**config.mk**
```make
export PLATFORM = sky130hd
export DESIGN_NAME = dcs_config_sync_sequencer
export DESIGN_NICKNAME = d
export VERILOG_FILES = /design/src/dcs_pkg.sv /design/src/dcs_config_sync_sequencer.sv /design/src/dcs_sticky.sv /design/src/dcs_sync_in.sv
export SDC_FILE = /design/constraint.sdc
export NUM_CORES = 1
export LEC_CHECK = 0
export BUFFER_PORTS_ARGS = -buffer_cell sky130_fd_sc_hd__buf_2
export CORE_MARGIN = 10
export CORE_UTILIZATION = 30
export DETAILED_ROUTE_END_ITERATION = 7
export MAX_ROUTING_LAYER = met4
export PLACE_DENSITY = 0.56
export SETUP_SLACK_MARGIN = 0.2
export SLEW_MARGIN = 30
export SYNTH_ARGS = -nofsm -noshare
export SYNTH_HDL_FRONTEND = slang
export SYNTH_SLANG_ARGS = --single-unit
```
**constraint.sdc**
```tcl
create_clock -name clk -period 1.8 [get_ports clk]
set_input_delay 0.36 -clock clk [delete_from_list [all_inputs] [get_ports clk]]
set_output_delay 0.36 -clock clk [all_outputs]
set_load 0.02 [all_outputs]
```
**src/dcs_pkg.sv**
```systemverilog
package dcs_pkg;

    localparam int AW = 6;
    localparam int DW = 16;

    // Register offsets
    localparam logic [5:0] OFS_MAIN = 6'h00;
    localparam logic [5:0] OFS_PARITY = 6'h01;
    localparam logic [5:0] OFS_SHUTOFF = 6'h02;
    localparam logic [5:0] OFS_CURRENT = 6'h03;
    localparam logic [5:0] OFS_PATTERN = 6'h04;
    localparam logic [5:0] OFS_ALARM = 6'h05;
    localparam logic [5:0] OFS_TEMP = 6'h06;
    localparam logic [5:0] OFS_PLL = 6'h18;
    localparam logic [5:0] OFS_VCO = 6'h1a;
    localparam logic [5:0] OFS_REFSEL = 6'h1b;
    localparam logic [5:0] OFS_CORRSYNC = 6'h1e;
    localparam logic [5:0] OFS_MIXSYNC = 6'h1f;
    localparam logic [5:0] OFS_FIFOSYNC = 6'h20;
    localparam logic [5:0] OFS_IRQSTAT = 6'h30;
    localparam logic [5:0] OFS_IRQMASK = 6'h31;
    localparam logic [5:0] OFS_AUTO_FIRST = 6'h08;
    localparam logic [5:0] OFS_AUTO_LAST = 6'h13;

    // Reset values
    localparam logic [15:0] RST_MAIN = 16'h049c;
    localparam logic [15:0] RST_PARITY = 16'h050e;
    localparam logic [15:0] RST_SHUTOFF = 16'h7000;
    localparam logic [15:0] RST_CURRENT = 16'hf000;
    localparam logic [15:0] RST_ZERO = 16'h0000;

    // Field positions
    localparam int BIT_DIVSYNC_EN = 2;
    localparam int BIT_SIF_TX = 0;
    localparam int BIT_SIF_SYNC = 1;
    localparam int BIT_PLL_NDIVSYNC = 11;
    localparam int LSB_LFVOLT = 0;
    localparam int MSB_LFVOLT = 2;
    localparam int LSB_VCO = 10;
    localparam int MSB_VCO = 15;
    localparam int LSB_FIFO_ISRC = 12;
    localparam int MSB_FIFO_ISRC = 15;
    localparam int LSB_FIFO_OSRC = 8;
    localparam int MSB_FIFO_OSRC = 11;
    localparam int LSB_DIV_SRC = 4;
    localparam int MSB_DIV_SRC = 7;
    localparam int LSB_MIX_SRC = 4;
    localparam int MSB_MIX_SRC = 15;

    // Alarm bit positions
    localparam int ALM_ZEROCHK = 15;
    localparam int ALM_FIFO_LSB = 10;
    localparam int ALM_DACCLK = 9;
    localparam int ALM_DATACLK = 8;
    localparam int ALM_OUTPUT = 7;
    localparam int ALM_IOTEST = 6;
    localparam int ALM_PLL = 4;
    localparam int ALM_RPARITY = 3;
    localparam int ALM_FPARITY = 2;
    localparam int ALM_FRAME = 1;
    localparam logic [15:0] ALM_IMPL = 16'h9fde;

    // Sync source encodings (per 4-bit nibble)
    localparam logic [3:0] SRC_INSTR = 4'h2;
    localparam logic [3:0] SRC_OUTSTR = 4'h4;
    localparam logic [3:0] SRC_SYNCPIN = 4'h4;
    localparam logic [3:0] SRC_SIFSYNC = 4'h8;
    localparam logic [3:0] SRC_AUTO = 4'h1;
    localparam logic [3:0] SRC_DIV_OUTPUT_STROBE = 4'h0;

    // Interrupt status bits
    localparam int NIRQ = 4;
    localparam int IRQ_ALARM = 0;
    localparam int IRQ_SYNC = 1;
    localparam int IRQ_CORR = 2;
    localparam int IRQ_TX = 3;

    typedef struct packed {
        logic [AW-1:0] addr;
        logic [DW-1:0] wdata;
        logic wr;
        logic rd;
    } dcs_bus_t;

    typedef struct packed {
        logic inputStrobe;
        logic outputStrobe;
        logic syncPinPair;
        logic framePinPair;
        logic txGatePin;
    } dcs_pins_t;

    typedef struct packed {
        logic fifoInPtrSync;
        logic fifoOutPtrSync;
        logic clkDivSync;
        logic pllDivSync;
        logic mixerSync;
        logic ncoAccSync;
        logic corrSync;
        logic txEnable;
    } dcs_sync_t;

endpackage

```
**src/dcs_config_sync_sequencer.sv**
```systemverilog
`timescale 1ns/1ps
module dcs_config_sync_sequencer (
    input wire logic clk,
    input wire logic rstn,
    input wire dcs_pkg::dcs_bus_t bus,
    output logic [dcs_pkg::DW-1:0] rdata,
    input wire dcs_pkg::dcs_pins_t pins,
    input wire logic [dcs_pkg::DW-1:0] alarmEvents,
    input wire logic [dcs_pkg::DW-1:0] patternResults,
    input wire logic [7:0] tempData,
    input wire logic [2:0] loopFilterVolt,
    output dcs_pkg::dcs_sync_t syncOut,
    output logic [dcs_pkg::DW-1:0] mainCtrl,
    output logic [dcs_pkg::DW-1:0] vcoTune,
    output logic irq
);
    typedef struct packed {
        logic [15:0] mainCtl;
        logic [15:0] parity;
        logic [15:0] shutoff;
        logic [15:0] current;
        logic [15:0] pll;
        logic [15:0] vco;
        logic [15:0] refSel;
        logic [15:0] corrSrc;
        logic [15:0] mixSrc;
        logic [15:0] fifoSrc;
        logic [dcs_pkg::NIRQ-1:0] irqMask;
        logic [dcs_pkg::NIRQ-1:0] irqStat;
        logic [15:0] rdata;
        dcs_pkg::dcs_sync_t sync;
    } dcs_state_t;

    dcs_state_t s_q;
    dcs_state_t s_d;

    logic [4:0] pinLevel;
    logic [4:0] pinRise;
    logic [15:0] alarmFlags;
    logic [15:0] alarmClr;
    logic alarmWrite;
    logic sifSyncRise;
    logic autoWrite;
    logic [dcs_pkg::NIRQ-1:0] irqEvt;

    // Pins come from other clock domains
    dcs_sync_in #(
        .W(5)
    ) u_pins (
        .clk(clk),
        .rstn(rstn),
        .pinIn({pins.inputStrobe, pins.outputStrobe, pins.syncPinPair,
                pins.framePinPair, pins.txGatePin}),
        .level(pinLevel),
        .rise(pinRise)
    );

    assign alarmWrite = bus.wr && (bus.addr == dcs_pkg::OFS_ALARM);
    // Only a write of zero clears; other values leave flags alone
    assign alarmClr = (alarmWrite && bus.wdata == dcs_pkg::RST_ZERO) ? 16'hffff : 16'h0000;

    dcs_sticky #(
        .W(16)
    ) u_alarms (
        .clk(clk),
        .rstn(rstn),
        .setBits(alarmEvents & dcs_pkg::ALM_IMPL),
        .clrBits(alarmClr),
        .flags(alarmFlags)
    );

    // Soft trigger fires only on a 0 to 1 change of the bit
    assign sifSyncRise = bus.wr && (bus.addr == dcs_pkg::OFS_MIXSYNC)
        && bus.wdata[dcs_pkg::BIT_SIF_SYNC] && !s_q.mixSrc[dcs_pkg::BIT_SIF_SYNC];

    // Writes to correction or phase offsets auto-sync the correction block only
    assign autoWrite = bus.wr && (bus.addr >= dcs_pkg::OFS_AUTO_FIRST)
        && (bus.addr <= dcs_pkg::OFS_AUTO_LAST);

    always_comb
    begin
        s_d = s_q;
        s_d.rdata = '0;

        // Register writes; read-only and alarm offsets take none
        if (bus.wr)
        begin
            if (bus.addr == dcs_pkg::OFS_MAIN)
                s_d.mainCtl = bus.wdata;
            else if (bus.addr == dcs_pkg::OFS_PARITY)
                s_d.parity = bus.wdata;
            else if (bus.addr == dcs_pkg::OFS_SHUTOFF)
                s_d.shutoff = bus.wdata;
            else if (bus.addr == dcs_pkg::OFS_CURRENT)
                s_d.current = bus.wdata;
            else if (bus.addr == dcs_pkg::OFS_PLL)
                s_d.pll = bus.wdata;
            else if (bus.addr == dcs_pkg::OFS_VCO)
                s_d.vco = bus.wdata;
            else if (bus.addr == dcs_pkg::OFS_REFSEL)
                s_d.refSel = bus.wdata;
            else if (bus.addr == dcs_pkg::OFS_CORRSYNC)
                s_d.corrSrc = bus.wdata;
            else if (bus.addr == dcs_pkg::OFS_MIXSYNC)
                s_d.mixSrc = bus.wdata;
            else if (bus.addr == dcs_pkg::OFS_FIFOSYNC)
                s_d.fifoSrc = bus.wdata;
            else if (bus.addr == dcs_pkg::OFS_IRQMASK)
                s_d.irqMask = bus.wdata[dcs_pkg::NIRQ-1:0];
        end

        // Read data valid the cycle after the strobe
        if (bus.rd)
        begin
            if (bus.addr == dcs_pkg::OFS_MAIN)
                s_d.rdata = s_q.mainCtl;
            else if (bus.addr == dcs_pkg::OFS_PARITY)
                s_d.rdata = s_q.parity;
            else if (bus.addr == dcs_pkg::OFS_SHUTOFF)
                s_d.rdata = s_q.shutoff;
            else if (bus.addr == dcs_pkg::OFS_CURRENT)
                s_d.rdata = s_q.current;
            else if (bus.addr == dcs_pkg::OFS_PATTERN)
                s_d.rdata = patternResults;
            else if (bus.addr == dcs_pkg::OFS_ALARM)
                s_d.rdata = alarmFlags;
            else if (bus.addr == dcs_pkg::OFS_TEMP)
                s_d.rdata = {tempData, 8'h00};
            else if (bus.addr == dcs_pkg::OFS_PLL)
                s_d.rdata = {s_q.pll[15:3], loopFilterVolt};
            else if (bus.addr == dcs_pkg::OFS_VCO)
                s_d.rdata = s_q.vco;
            else if (bus.addr == dcs_pkg::OFS_REFSEL)
                s_d.rdata = s_q.refSel;
            else if (bus.addr == dcs_pkg::OFS_CORRSYNC)
                s_d.rdata = s_q.corrSrc;
            else if (bus.addr == dcs_pkg::OFS_MIXSYNC)
                s_d.rdata = s_q.mixSrc;
            else if (bus.addr == dcs_pkg::OFS_FIFOSYNC)
                s_d.rdata = s_q.fifoSrc;
            else if (bus.addr == dcs_pkg::OFS_IRQSTAT)
                s_d.rdata = {12'h000, s_q.irqStat};
            else if (bus.addr == dcs_pkg::OFS_IRQMASK)
                s_d.rdata = {12'h000, s_q.irqMask};
            else
                s_d.rdata = '0;
        end

        // FIFO input pointer from input strobe
        s_d.sync.fifoInPtrSync = pinRise[4]
            && s_q.fifoSrc[dcs_pkg::MSB_FIFO_ISRC:dcs_pkg::LSB_FIFO_ISRC] == dcs_pkg::SRC_INSTR;
        // Output pointer and divider from output strobe
        s_d.sync.fifoOutPtrSync = pinRise[3]
            && s_q.fifoSrc[dcs_pkg::MSB_FIFO_OSRC:dcs_pkg::LSB_FIFO_OSRC] == dcs_pkg::SRC_OUTSTR;
        // Divider nibble of zero follows the output strobe; main control bit gates it
        s_d.sync.clkDivSync = pinRise[3] && s_q.mainCtl[dcs_pkg::BIT_DIVSYNC_EN]
            && s_q.fifoSrc[dcs_pkg::MSB_DIV_SRC:dcs_pkg::LSB_DIV_SRC] == dcs_pkg::SRC_DIV_OUTPUT_STROBE;
        s_d.sync.pllDivSync = pinRise[2] && s_q.pll[dcs_pkg::BIT_PLL_NDIVSYNC];
        // Mixer and accumulator from sync pin pair
        s_d.sync.mixerSync = pinRise[2]
            && s_q.mixSrc[15:12] == dcs_pkg::SRC_SYNCPIN
            && s_q.mixSrc[11:8] == dcs_pkg::SRC_SYNCPIN;
        s_d.sync.ncoAccSync = pinRise[2]
            && s_q.mixSrc[7:4] == dcs_pkg::SRC_SYNCPIN;
        // Correction sync: soft trigger or auto write
        s_d.sync.corrSync = (sifSyncRise && s_q.corrSrc[15:12] != 4'h0)
            || (autoWrite && s_q.corrSrc[3:0] != 4'h0);
        // Either gate source enables transmit
        s_d.sync.txEnable = pinLevel[0] || s_q.current[dcs_pkg::BIT_SIF_TX];

        // Interrupt events; set wins over write-one clear
        irqEvt = '0;
        irqEvt[dcs_pkg::IRQ_ALARM] = |(alarmEvents & dcs_pkg::ALM_IMPL);
        irqEvt[dcs_pkg::IRQ_SYNC] = pinRise[2] || pinRise[1];
        irqEvt[dcs_pkg::IRQ_CORR] = s_d.sync.corrSync;
        irqEvt[dcs_pkg::IRQ_TX] = s_d.sync.txEnable && !s_q.sync.txEnable;
        if (bus.wr && bus.addr == dcs_pkg::OFS_IRQSTAT)
            s_d.irqStat = s_q.irqStat & ~bus.wdata[dcs_pkg::NIRQ-1:0];
        s_d.irqStat = s_d.irqStat | irqEvt;
    end

    always_ff @(posedge clk)
    begin
        if (!rstn)
        begin
            s_q <= '0;
            s_q.mainCtl <= dcs_pkg::RST_MAIN;
            s_q.parity <= dcs_pkg::RST_PARITY;
            s_q.shutoff <= dcs_pkg::RST_SHUTOFF;
            s_q.current <= dcs_pkg::RST_CURRENT;
        end
        else
            s_q <= s_d;
    end

    assign rdata = s_q.rdata;
    assign syncOut = s_q.sync;
    assign mainCtrl = s_q.mainCtl;
    assign vcoTune = s_q.vco;
    assign irq = |(s_q.irqStat & s_q.irqMask);
endmodule // dcs_config_sync_sequencer

```
**src/dcs_sticky.sv**
```systemverilog
`timescale 1ns/1ps
// Sticky flag bank; set wins over clear in the same cycle
module dcs_sticky #(
    parameter int W = 16
) (
    input wire logic clk,
    input wire logic rstn,
    input wire logic [W-1:0] setBits,
    input wire logic [W-1:0] clrBits,
    output logic [W-1:0] flags
);
    typedef struct packed {
        logic [W-1:0] f;
    } dcs_stk_t;

    dcs_stk_t s_q;
    dcs_stk_t s_d;

    always_comb
    begin
        s_d = s_q;
        for (int i = 0; i < W; i++)
        begin
            s_d.f[i] = setBits[i] | (s_q.f[i] & ~clrBits[i]);
        end
    end

    always_ff @(posedge clk)
    begin
        if (!rstn)
            s_q <= '0;
        else
            s_q <= s_d;
    end

    assign flags = s_q.f;
endmodule // dcs_sticky

```
**src/dcs_sync_in.sv**
```systemverilog
`timescale 1ns/1ps
// Two-flop synchroniser with rising edge detect on the second stage
module dcs_sync_in #(
    parameter int W = 5
) (
    input wire logic clk,
    input wire logic rstn,
    input wire logic [W-1:0] pinIn,
    output logic [W-1:0] level,
    output logic [W-1:0] rise
);
    typedef struct packed {
        logic [W-1:0] meta;
        logic [W-1:0] sync;
        logic [W-1:0] last;
    } dcs_sin_t;

    dcs_sin_t s_q;
    dcs_sin_t s_d;

    always_comb
    begin
        s_d = s_q;
        s_d.meta = pinIn;
        s_d.sync = s_q.meta;
        s_d.last = s_q.sync;
    end

    always_ff @(posedge clk)
    begin
        if (!rstn)
            s_q <= '0;
        else
            s_q <= s_d;
    end

    assign level = s_q.sync;
    assign rise = s_q.sync & ~s_q.last;
endmodule // dcs_sync_in
```
After elaboration in Yosys (flattened, before gate mapping)
Cells that the tools add are included.
{"block": "classes", "reduce_logical": 43, "magnitude_cmp": 2, "eq_ne": 19, "mux": 17, "n_bitwise": 60}
{"op": "16-bit 2-to-1 mux", "count": 14}
{"op": "6-bit by 5-bit == test with 1-bit output (second input constant)", "count": 5}
{"op": "1-bit NOT", "count": 26}
{"op": "1-bit logical AND", "count": 19}
{"op": "6-bit by 3-bit == test with 1-bit output (second input constant)", "count": 3}
{"op": "6-bit == test (second input constant)", "count": 3}
{"op": "1-bit bitwise AND", "count": 16}
{"op": "4-bit by 3-bit == test with 1-bit output (second input constant)", "count": 4}
{"op": "16-bit zero test", "count": 1}
{"op": "6-bit by 2-bit == test with 1-bit output (second input constant)", "count": 2}
{"op": "4-bit 2-to-1 mux", "count": 3}
{"op": "1-bit OR", "count": 12}
{"op": "12-bit AND reduction", "count": 1}
{"op": "12-bit OR reduction", "count": 1}
{"op": "11-bit AND reduction", "count": 1}
{"op": "10-bit AND reduction", "count": 1}
{"op": "9-bit AND reduction", "count": 1}
{"op": "4-bit bitwise AND", "count": 2}
{"op": "8-bit AND reduction", "count": 1}
{"op": "4-bit nonzero test", "count": 2}
{"op": "7-bit AND reduction", "count": 1}
{"op": "6-bit by 1-bit == test with 1-bit output (second input constant)", "count": 1}
{"op": "6-bit by 4-bit greater-or-equal comparator with 1-bit output (second input constant)", "count": 1}
{"op": "6-bit by 5-bit less-or-equal comparator with 1-bit output (second input constant)", "count": 1}
{"op": "15 further kinds", "count": 19}
{"block": "totals", "input_bits": 74, "regBits": 223, "word_cells": 166, "out_inout_bits": 57}

Logic depth before layout (Yosys ltp)
Gate-level depths: netlist of run 1.
{"block": "depth", "word_depth": 16, "ltp_mapped": 9, "mapped_depth_nobuf": 5}

Cells and area by module
A second synthesis of run 1 with hierarchy kept.
{"block": "hier_totals", "cells_unflattened": 1217, "area_unflattened_um2": 10699.0}
{"module": "dcs_config_sync_sequencer", "seq_area_each_um2": 3783.6, "cells_per_inst": 1126, "area_each_um2": 9639.2, "n_inst": 1}
{"module": "dcs_sticky", "seq_area_each_um2": 320.3, "cells_per_inst": 50, "area_each_um2": 571.8, "n_inst": 1}
{"module": "dcs_sync_in", "seq_area_each_um2": 300.3, "cells_per_inst": 41, "area_each_um2": 488.0, "n_inst": 1}

Worst setup path after synthesis of run 1
Ideal clock, no wire load.
{"block": "synth_path", "path_kind": "input-to-reg", "from": "in bus[22] in the netlist's numbering", "to": "reg s_q, in the netlist rdata[0]", "path_buffers": 2, "t_required_ns": 1.684, "setup_slack_ns": -0.097, "setup_time_ns": 0.116, "arrival_ns": 1.781, "path_stages": 7, "path_cell_list": "buf_4 > or4_1 > buf_2 > o31a_1 > o211a_1 > a22o_1 > a31o_1"}
{"block": "synth_between", "elab_chain_cells": 16, "elab_cells_between_ends": 30, "cone_classes": "eq/ne: 14; mux: 15; reduce/logical: 1"}
{"element": "from (decl)", "line_no": "dcs_config_sync_sequencer.sv:5", "rtl": "input wire dcs_pkg::dcs_bus_t bus,"}
{"element": "6-bit == test", "line_no": "dcs_config_sync_sequencer.sv:143", "rtl": "else if (bus.addr == dcs_pkg::OFS_IRQMASK)"}
{"element": "4-bit 2-to-1 mux", "line_no": "dcs_config_sync_sequencer.sv:143"}
{"element": "4-bit 2-to-1 mux", "line_no": "dcs_config_sync_sequencer.sv:141", "rtl": "else if (bus.addr == dcs_pkg::OFS_IRQSTAT)"}
{"element": "16-bit 2-to-1 mux", "line_no": "dcs_config_sync_sequencer.sv:139", "rtl": "else if (bus.addr == dcs_pkg::OFS_FIFOSYNC)"}
{"element": "16-bit 2-to-1 mux", "line_no": "dcs_config_sync_sequencer.sv:137", "rtl": "else if (bus.addr == dcs_pkg::OFS_MIXSYNC)"}
{"element": "16-bit 2-to-1 mux", "line_no": "dcs_config_sync_sequencer.sv:135", "rtl": "else if (bus.addr == dcs_pkg::OFS_CORRSYNC)"}
{"element": "16-bit 2-to-1 mux", "line_no": "dcs_config_sync_sequencer.sv:133", "rtl": "else if (bus.addr == dcs_pkg::OFS_REFSEL)"}
{"element": "16-bit 2-to-1 mux", "line_no": "dcs_config_sync_sequencer.sv:131", "rtl": "else if (bus.addr == dcs_pkg::OFS_VCO)"}
{"element": "16-bit 2-to-1 mux", "line_no": "dcs_config_sync_sequencer.sv:129", "rtl": "else if (bus.addr == dcs_pkg::OFS_PLL)"}
{"element": "16-bit 2-to-1 mux", "line_no": "dcs_config_sync_sequencer.sv:127", "rtl": "else if (bus.addr == dcs_pkg::OFS_TEMP)"}
{"element": "16-bit 2-to-1 mux", "line_no": "dcs_config_sync_sequencer.sv:125", "rtl": "else if (bus.addr == dcs_pkg::OFS_ALARM)"}
{"element": "16-bit 2-to-1 mux", "line_no": "dcs_config_sync_sequencer.sv:123", "rtl": "else if (bus.addr == dcs_pkg::OFS_PATTERN)"}
{"element": "16-bit 2-to-1 mux", "line_no": "dcs_config_sync_sequencer.sv:121", "rtl": "else if (bus.addr == dcs_pkg::OFS_CURRENT)"}
{"element": "16-bit 2-to-1 mux", "line_no": "dcs_config_sync_sequencer.sv:119", "rtl": "else if (bus.addr == dcs_pkg::OFS_SHUTOFF)"}
{"element": "16-bit 2-to-1 mux", "line_no": "dcs_config_sync_sequencer.sv:117", "rtl": "else if (bus.addr == dcs_pkg::OFS_PARITY)"}
{"element": "16-bit 2-to-1 mux (*)", "line_no": "dcs_config_sync_sequencer.sv:115", "rtl": "if (bus.addr == dcs_pkg::OFS_MAIN)"}
{"element": "to (decl)", "line_no": "dcs_config_sync_sequencer.sv:34", "rtl": "dcs_state_t s_q;"}
Every way passes the cells marked *; elsewhere a longest branch is shown, timed or not.
A chain may end at the register's enable or synchronous reset.

Worst setup path in the final report of run 1
{"block": "layout_path", "from": "in bus[21] in the netlist's numbering", "to": "reg s_q, in the netlist rdata[7]"}
{"block": "layout_between", "elab_chain_cells": 14, "elab_cells_between_ends": 26, "cone_classes": "eq/ne: 12; mux: 13; reduce/logical: 1"}
{"element": "6-bit == test", "line_no": "dcs_config_sync_sequencer.sv:139"}
{"element": "16-bit 2-to-1 mux", "line_no": "dcs_config_sync_sequencer.sv:139"}
{"element": "16-bit 2-to-1 mux", "line_no": "dcs_config_sync_sequencer.sv:137"}
{"element": "16-bit 2-to-1 mux", "line_no": "dcs_config_sync_sequencer.sv:135"}
{"element": "16-bit 2-to-1 mux", "line_no": "dcs_config_sync_sequencer.sv:133"}
{"element": "16-bit 2-to-1 mux", "line_no": "dcs_config_sync_sequencer.sv:131"}
{"element": "16-bit 2-to-1 mux", "line_no": "dcs_config_sync_sequencer.sv:129"}
{"element": "16-bit 2-to-1 mux", "line_no": "dcs_config_sync_sequencer.sv:127"}
{"element": "16-bit 2-to-1 mux", "line_no": "dcs_config_sync_sequencer.sv:125"}
{"element": "16-bit 2-to-1 mux", "line_no": "dcs_config_sync_sequencer.sv:123"}
{"element": "16-bit 2-to-1 mux", "line_no": "dcs_config_sync_sequencer.sv:121"}
{"element": "16-bit 2-to-1 mux", "line_no": "dcs_config_sync_sequencer.sv:119"}
{"element": "16-bit 2-to-1 mux", "line_no": "dcs_config_sync_sequencer.sv:117"}
{"element": "16-bit 2-to-1 mux (*)", "line_no": "dcs_config_sync_sequencer.sv:115"}
Marks and branches as above.

==> results of run 1 <==
## per-layer routing
layer | share of wire [%] | up-vias | GRT usage, %
met4 | 2.1 | 0 | 4.63
met3 | 5.8 | 52 | 2.55
li1 | - | 4742 | -
met5 | 0 | - | -
met1 | 45 | 4766 | 23.1
met2 | 47 | 285 | 28.9
## metrics by stage
stage / TNS (ns) / std cells / cell area [um^2] / hold slack, ns
2_1_floorplan: -0.126 / 1272 / 11000 / 0.374
3_3_place_gp: -50.90 / 1855 / 12600 / 0.393
3_5_place_dp: -55.30 / 1855 / 12600 / 0.396
4_1_cts: 0 / 1903 / 13700 / 0.0143
5_1_grt: 0 / 1924 / 14200 / 0.0274
6_report: 0 / 1925 / 14200 / 0.0312
## worst max path at each step
stage / endpoint / slack (ns) / start / cells past startpoint
finish: rdata[7] / 0.1 / bus[21] / 8
global route: rdata[6] / 0.08 / bus[20] / 8
CTS: irq / 0.14 / s_q[29] / 3
detailed placement: rdata[6] / -0.67 / bus[22] / 7
global placement: rdata[7] / -0.72 / bus[22] / 7
floorplan: rdata[0] / -0.05 / bus[22] / 7
## power groups by stage
stage | Combinational (uW) | Clock (uW) | Sequential (uW)
floorplan | 541 | 0 | 5040
global placement | 988 | 0 | 5060
detailed placement | 994 | 0 | 5060
CTS | 1020 | 5670 | 4960
global route | 1130 | 5850 | 4960
finish | 1070 | 5580 | 4960
## state kept, by name, summed over array words and instances (netlist names)
| signal | flops |
|---|---|
| u_pins.s_q | 4 |
| u_alarms.flags | 16 |
| vcoTune | 16 |
| syncOut | 8 |
| rdata | 16 |
| u_pins.s_d | 5 |
| s_q | 133 |
| u_pins.level | 5 |
| mainCtrl | 16 |
## what timing repair did
item | CTS | global route
setup buffers | 5 | 18
setup endpoints to repair | 54 | 111
gates resized for setup | 31 | 46
hold buffers | 0 | 0
gates cloned | 0 | 3
endpoints found under the hold margin | 0 | 0
pin swaps | 10 | 14
## kinds of logic (layout without fill, tap and decap cells)
group                  Yosys count  after routing
multiplexers                    55             55
AO/OA/AOI/OAI                  311            311
AND/OR/NAND/NOR                512            512
buffers and inverters          175            372
flip-flops                     219            219
other                            0              1
## cell type report
type                    instances  area (um^2)
clock inverters                10          186
repair buffers                316         2490
inverters                      13         48.8
multi-input cells             878         5770
fillers                      3486        20600
flip-flops and latches        219         4390
clock buffers                  33          706
diodes                          1         2.50
well taps                     455          569
## worst max-delay path: cells and delay by family
family          cells  cell delay, ns
buf+inv             3            0.44
compound gates      3            0.47
simple gates        2            0.84
## placed cells by master, fill, tap and decap left out, drive strengths merged, types with 5 or more instances in the layout
master,count
clkbuf,37
nor2,32
nor3,11
nor4b,7
inv,13
nand2,299
and3,12
o211ai,12
mux2,5
nand2b,6
o221ai,11
a22o,7
bufinv,5
a31o,5
a221oi,13
clkinv,5
o21ai,39
a221o,7
and2,19
a2111oi,5
nor4,10
a21boi,108
a22oi,6
nor2b,56
dfxtp,219
o31a,5
nand3,37
buf,312
o21a,5
a21oi,45
mux2i,49
a2bb2oi,7
==> results.md, run 1 <==
* Status: finished clean
* Post-route ant nets at 0
* Starting density of the core at between 30% and 40%
* Post-DP HPWL at 29.8 mm
* Total power at roughly 12000 uW
* Largest net degree at the start of global routing at 99
* CTS sink count at 219
* Synth Instances at roughly 1300
* Register area share after synthesis at about two fifths
* H-tree levels at 1
* CTS buffer count at 25
* MaxCap Viol Count at 0
* Row cnt at 68
* Post-synth ARST share at 0%
* Buffers on Ports at 126
* Root buf cell: clkbuf_16
* Layout Area Growth over Synthesis at 33.1%
* Critical path peak fanout at 6
* NetSw at roughly 2800 uW
* Syn Std Cell Area at 10600 um^2
* Setup crit end kind: flip-flop
* Post-synthesis cell type count at 78
* Switching fraction of total power at a little under a quarter
* PwrDens at about 820 nW/um^2
* Final Hold Viols at 0
* DRT iter0 DRCs at a little under 700
* Worst slew pin tran at 0.557 ns
* Post-Syn Nets at approximately 1300
* Mux share of post-synthesis cell area at under 10%
* Critical-path cell list: buf_12 > or4b_4 > nor2_4 > buf_6 > a2111oi_4 > a221oi_2 > buf_4 > o21ai_2
* First drt pass iteration count at 5
* Layout cells sized above 1 at between 30% and 40%
* Via Count at 9845
* Synth Area in XOR/XNOR at 0%
* Worst EP required at approximately 2.2 ns
* Synth top area cells: dfxtp_1 41%, nand2_1 11%, mux2i_1 4.6%, buf_4 4.5%, a21boi_0 4.3%
* Critical path class: in -> reg
* Yosys top cell by area: dfxtp_1
* Routability congestion estimate at 0.890
* Vias in the first global route at between 9000 and 10000
* # IOs at roughly 130
* First-pass GRT wire length at about 60 mm
* WP data arrival at ~2.1 ns
* Grt ovf at 0
* CP peak stage delay at 0.61 ns
* Hold_sp: pins[0]
* Final WL at between 40 and 50 mm
* Main combinational cell family by area after synthesis: simple AND/OR/NAND/NOR gates
* Synth top area share at 41.2%
* Hold WC Path Type: in -> reg
* Crit Reg-Reg Endpoint: rdata[6]
* Comb power frac at 9.2%
* Pins Over Slew Limit at 0
* Clock Path Buffers at 3
* Later-pin clock latency in the skew report at between 0.5 and 0.6 ns
* Slew margin rel. at 62.9%
* Post-synthesis adder-cell area fraction at 0%
* Post-synth top cells: 299 x nand2_1, 219 x dfxtp_1, 64 x buf_4, 61 x a21boi_0, 58 x clkbuf_1
* Final WS setup at ~0.096 ns
* Crit share post-route at ~95%
* Hold Path Cell Cnt at 2
* Setup slack, reg-to-reg at 0.20 ns
* Pre-CTS WS at -0.668 ns
* Drt wl/cell at around 21 um
* Slowest CP cell: or4b_4
* Critical path startpoint category: input port
* Post-synth EDFFs at 0
* Clock Skew at 0.0142 ns
* Final setup vio count at 0
* Post-layout min period at 1.70 ns
* Share of power burned in registers at roughly 43%
* Initial antenna violation count at 0
* Clk pwr share at approximately half
* Syn avg cell area at between 8 and 9 um^2
* Final #Nets at around 1500
* #FFs+latches synth at between 200 and 250
* DR vias/cell at about 5.1
* Die width at between 200 and 250 um
* Worst-path clk slew at around 0.06 ns
* Simple-gate portion of the synthesized area at a little under a quarter
* Core area at between 30000 and 40000 um^2
* Hold Crit Endpoint: u_pins.s_d[5]
* DIE HEIGHT at ~210 um
* Worst reg2reg path depth at 5
* Synthesis Warnings at 0
* Pint at around 8800 uW
* CTS tree: built
* Commonest register cell after synthesis: dfxtp_1
* Tot GR Track Use at 18.0%
* Area of the die at roughly 43000 um^2
* Compound-Gate Fraction of Synth Area at between 20% and 30%
* Count leader, synth: nand2_1
* F_max at around 600 MHz
* R2R Path Start: vcoTune[6]
* RSZ-0062 raised after global routing: true
* DRC at 0
* Final core occ at 40.7%
* Peak VDD IR at just over 0.6 mV
* Cell leakage power at 0.00574 uW
No activity file was read; power rests on OpenSTA's default activity.
==> run 2, diff against run 1 <==
--- a/config.mk
+++ b/config.mk
@@ -15,4 +15,5 @@
 export SLEW_MARGIN = 30
 export SYNTH_ARGS = -nofsm -noshare
 export SYNTH_HDL_FRONTEND = slang
+export SYNTH_HIERARCHICAL = 1
 export SYNTH_SLANG_ARGS = --single-unit
==> run 2 against run 1 <==
Effect of this change: final cell count down 4.1%; die area is essentially flat; clock power up 5.9%; largest cell class unchanged.
==> results.md, run 2 <==
* CTS sink count at 219 (unchanged)
* Cell leakage power at 0.00526 uW (-8.3%)
* NetSw at 2790 uW (+0.48%)
* Slew margin rel. at 58.1% (-4.8 points)
* Peak VDD IR at 0.556 mV (-8.3%)
* Pint at 9070 uW (+2.8%)
* Setup crit end kind: output port
* Core area at 34800 um^2 (unchanged)
* First-pass GRT wire length at 59.0 mm (-1.4%)
* Worst EP required at 1.44 ns (-0.78 ns)
* Placed Cells at 1789 (-3.6%)
* Root buf cell: clkbuf_16
* Switching fraction of total power at 23.5% (-0.41 points)
* PwrDens at 876 nW/um^2 (+6.9%)
* Layout cells sized above 1 at 29.0% (-2.3 points)
* Clock Path Buffers at 3 (unchanged)
* Later-pin clock latency in the skew report at 0.53 ns (about the same)
* Final Hold Viols at 0 (unchanged)
* RSZ-0062 raised after global routing: true
* Status: finished clean
* Worst slew pin tran at 0.629 ns (+0.0718 ns)
* CP peak stage delay at 0.34 ns (-0.27 ns)
* Syn avg cell area at 8.79 um^2 (+5.1%)
* WP data arrival at 1.27 ns (-0.85 ns)
* Layout Area Growth over Synthesis at 27.3%
* Final setup vio count at 0 (unchanged)
* Critical path peak fanout at 3 (-3)
* Post-Layout Cell Count at 1847 (-4.1%)
* Synthesis Warnings at 6 (+6)
* Comb power frac at 8.5% (-0.7 points)
* Synth Instances at 1210 (-4.9%)
* DR vias/cell at 5.08 (-0.73%)
* Hold WC Path Type: in -> reg
* Critical-path cell list: a22oi_2 > nand2_1 > buf_6
* Max reg flops at 133 (unchanged)
* DRT iter0 DRCs at 772 (+11%)
* Drt wl/cell at 21.7 um (+2.5%)
* Tot GR Track Use at 17.9% (-0.030 points)
* Worst-path clk slew at 0.06 ns (about the same)
* Clock Skew at 0.0176 ns (+0.00347 ns)
* # fillers at 3477 (-0.26%)
* Largest net degree at the start of global routing at 76 (-23%)
* CP top delay family: flip-flops
* Grt ovf at 0 (unchanged)
* Multi-input logic area at 5420 um^2 (-6.0%)
* Most common cell after layout, fill and taps aside: nand2_1
* F_max at 613 MHz (+4.4%)
* Die width at 208 um (about the same)
* Syn Std Cell Area at 10600 um^2 (about the same)
* Area of the die at 43400 um^2 (about the same)
* Via Count at 9377 (-4.8%)
* Critical path startpoint category: flip-flop
* DIE HEIGHT at 208 um (about the same)
* Starting density of the core at 30.6% (about the same)
* Post-DP HPWL at 29.1 mm (-2.4%)
* Bufs and invs on worst path at 1 (-2)
* Largest reg by FF count: s_q
* Routability congestion estimate at 0.933 (+4.8%)
* Hold Slack at 0.0350 ns (+0.00379 ns)
* Final #Nets at 1443 (-5.5%)
* Buffers on Ports at 126 (unchanged)
* Vias in the first global route at 9258 (-3.2%)
* FF+latch area at 4390 um^2 (about the same)
* First drt pass iteration count at 5 (unchanged)
* H-tree levels at 1 (unchanged)
* Share of power burned in registers at 41.7% (-1.0 points)
* # IOs at 131 (unchanged)
* Slowest CP cell: dfxtp_1
* CTS tree: built
* Pins Over Slew Limit at 0 (unchanged)
* Final WL at 40.0 mm (-1.6%)
* DRC at 0 (unchanged)
* Post-layout min period at 1.63 ns (-0.0711 ns)
* Clk pwr share at 49.8% (+1.7 points)
* MaxCap Viol Count at 0 (unchanged)
* CTS buffer count at 26 (+4.0%)
* Critical path class: reg -> out
* Post-route ant nets at 0 (unchanged)
* Crit share post-route at 90.7% (-4.0 points)
* Commonest non-fill, non-tap cells in the layout: 225 x nand2_1, 216 x dfxtp_1, 136 x buf_4
* Initial antenna violation count at 4 (+4)
* Row cnt at 68 (unchanged)
* # hold bufs at CTS at 0 (unchanged)
==> run 2: cell count changes in the layout (fill, tap and decap cells not counted), moves of 19 or more <==
cell,previous run,this run
o21ai_0,31,50
nand2_1,295,225
a21boi_1,51,25
buf_4,156,136
mux2i_1,49,81
==> run 2: worst register-to-register path: cells and delay by family (launching register included) <==
family	cells	cell delay, ns
mux	1	0.15
compound gates	3	0.89
flops	1	0.33
==> run 2: power by group through the flow <==
| stage | Sequential [uW] | Clock [uW] | Combinational, uW |
|---|---|---|---|
| 2_1_floorplan | 5040 | 0 | 519 |
| 3_3_place_gp | 5050 | 0 | 964 |
| 3_5_place_dp | 5050 | 0 | 970 |
| 4_1_cts | 4950 | 5980 | 981 |
| 5_1_grt | 4950 | 6170 | 1060 |
| 6_report | 4950 | 5910 | 1000 |
==> run 2: cell type report <==
type | count | share of cell area [%]
timing repair buffer | 285 | 15.9
clock inverter | 9 | 1.30
clock buffer | 38 | 5.81
inverter | 10 | 0.277
antenna | 4 | 0.0739
tap | 455 | 4.20
sequential | 219 | 32.4
multi-input combinational | 827 | 40.0
==> run 2: routing by layer <==
metal | track usage, % | wire length [um]
met5 | - | 0
met2 | 27.4 | 18000
met1 | 22.5 | 17600
met3 | 5.17 | 3580
met4 | 4.98 | 856
==> run 2: per-stage QoR <==
| stage | util (%) | setup WS (ns) | total power [uW] | area (um^2) | setup TNS [ns] |
|---|---|---|---|---|---|
| after floorplan | - | -0.209 | 5560 | 10800 | -3.61 |
| after global placement | 35.6 | -0.397 | 6020 | 12400 | -21.99 |
| after detailed placement | 35.6 | -0.391 | 6020 | 12400 | -26.19 |
| after CTS | 38.6 | 0.152 | 11900 | 13400 | 0 |
| after global routing | 38.9 | 0.131 | 12200 | 13500 | 0 |
| final | 38.9 | 0.168 | 11900 | 13500 | 0 |
==> run 2: final timing paths <==
kind                endpoint     startpoint  slack (ns)  depth (start not counted)
max                      irq        s_q[26]        0.17                          3
min            u_pins/s_d[5]        pins[0]        0.03                          2
max reg2reg         rdata[9]     vcoTune[9]        0.30                          4
min reg2reg  u_pins/level[1]  u_pins/s_d[6]        0.43                          1
==> run 2: timing repair <==
action,4_1_cts,5_1_grt
setup buffers,2,4
endpoints found under the setup margin,13,23
cloned,1,0
gates resized for setup,11,28
pin swaps,4,16
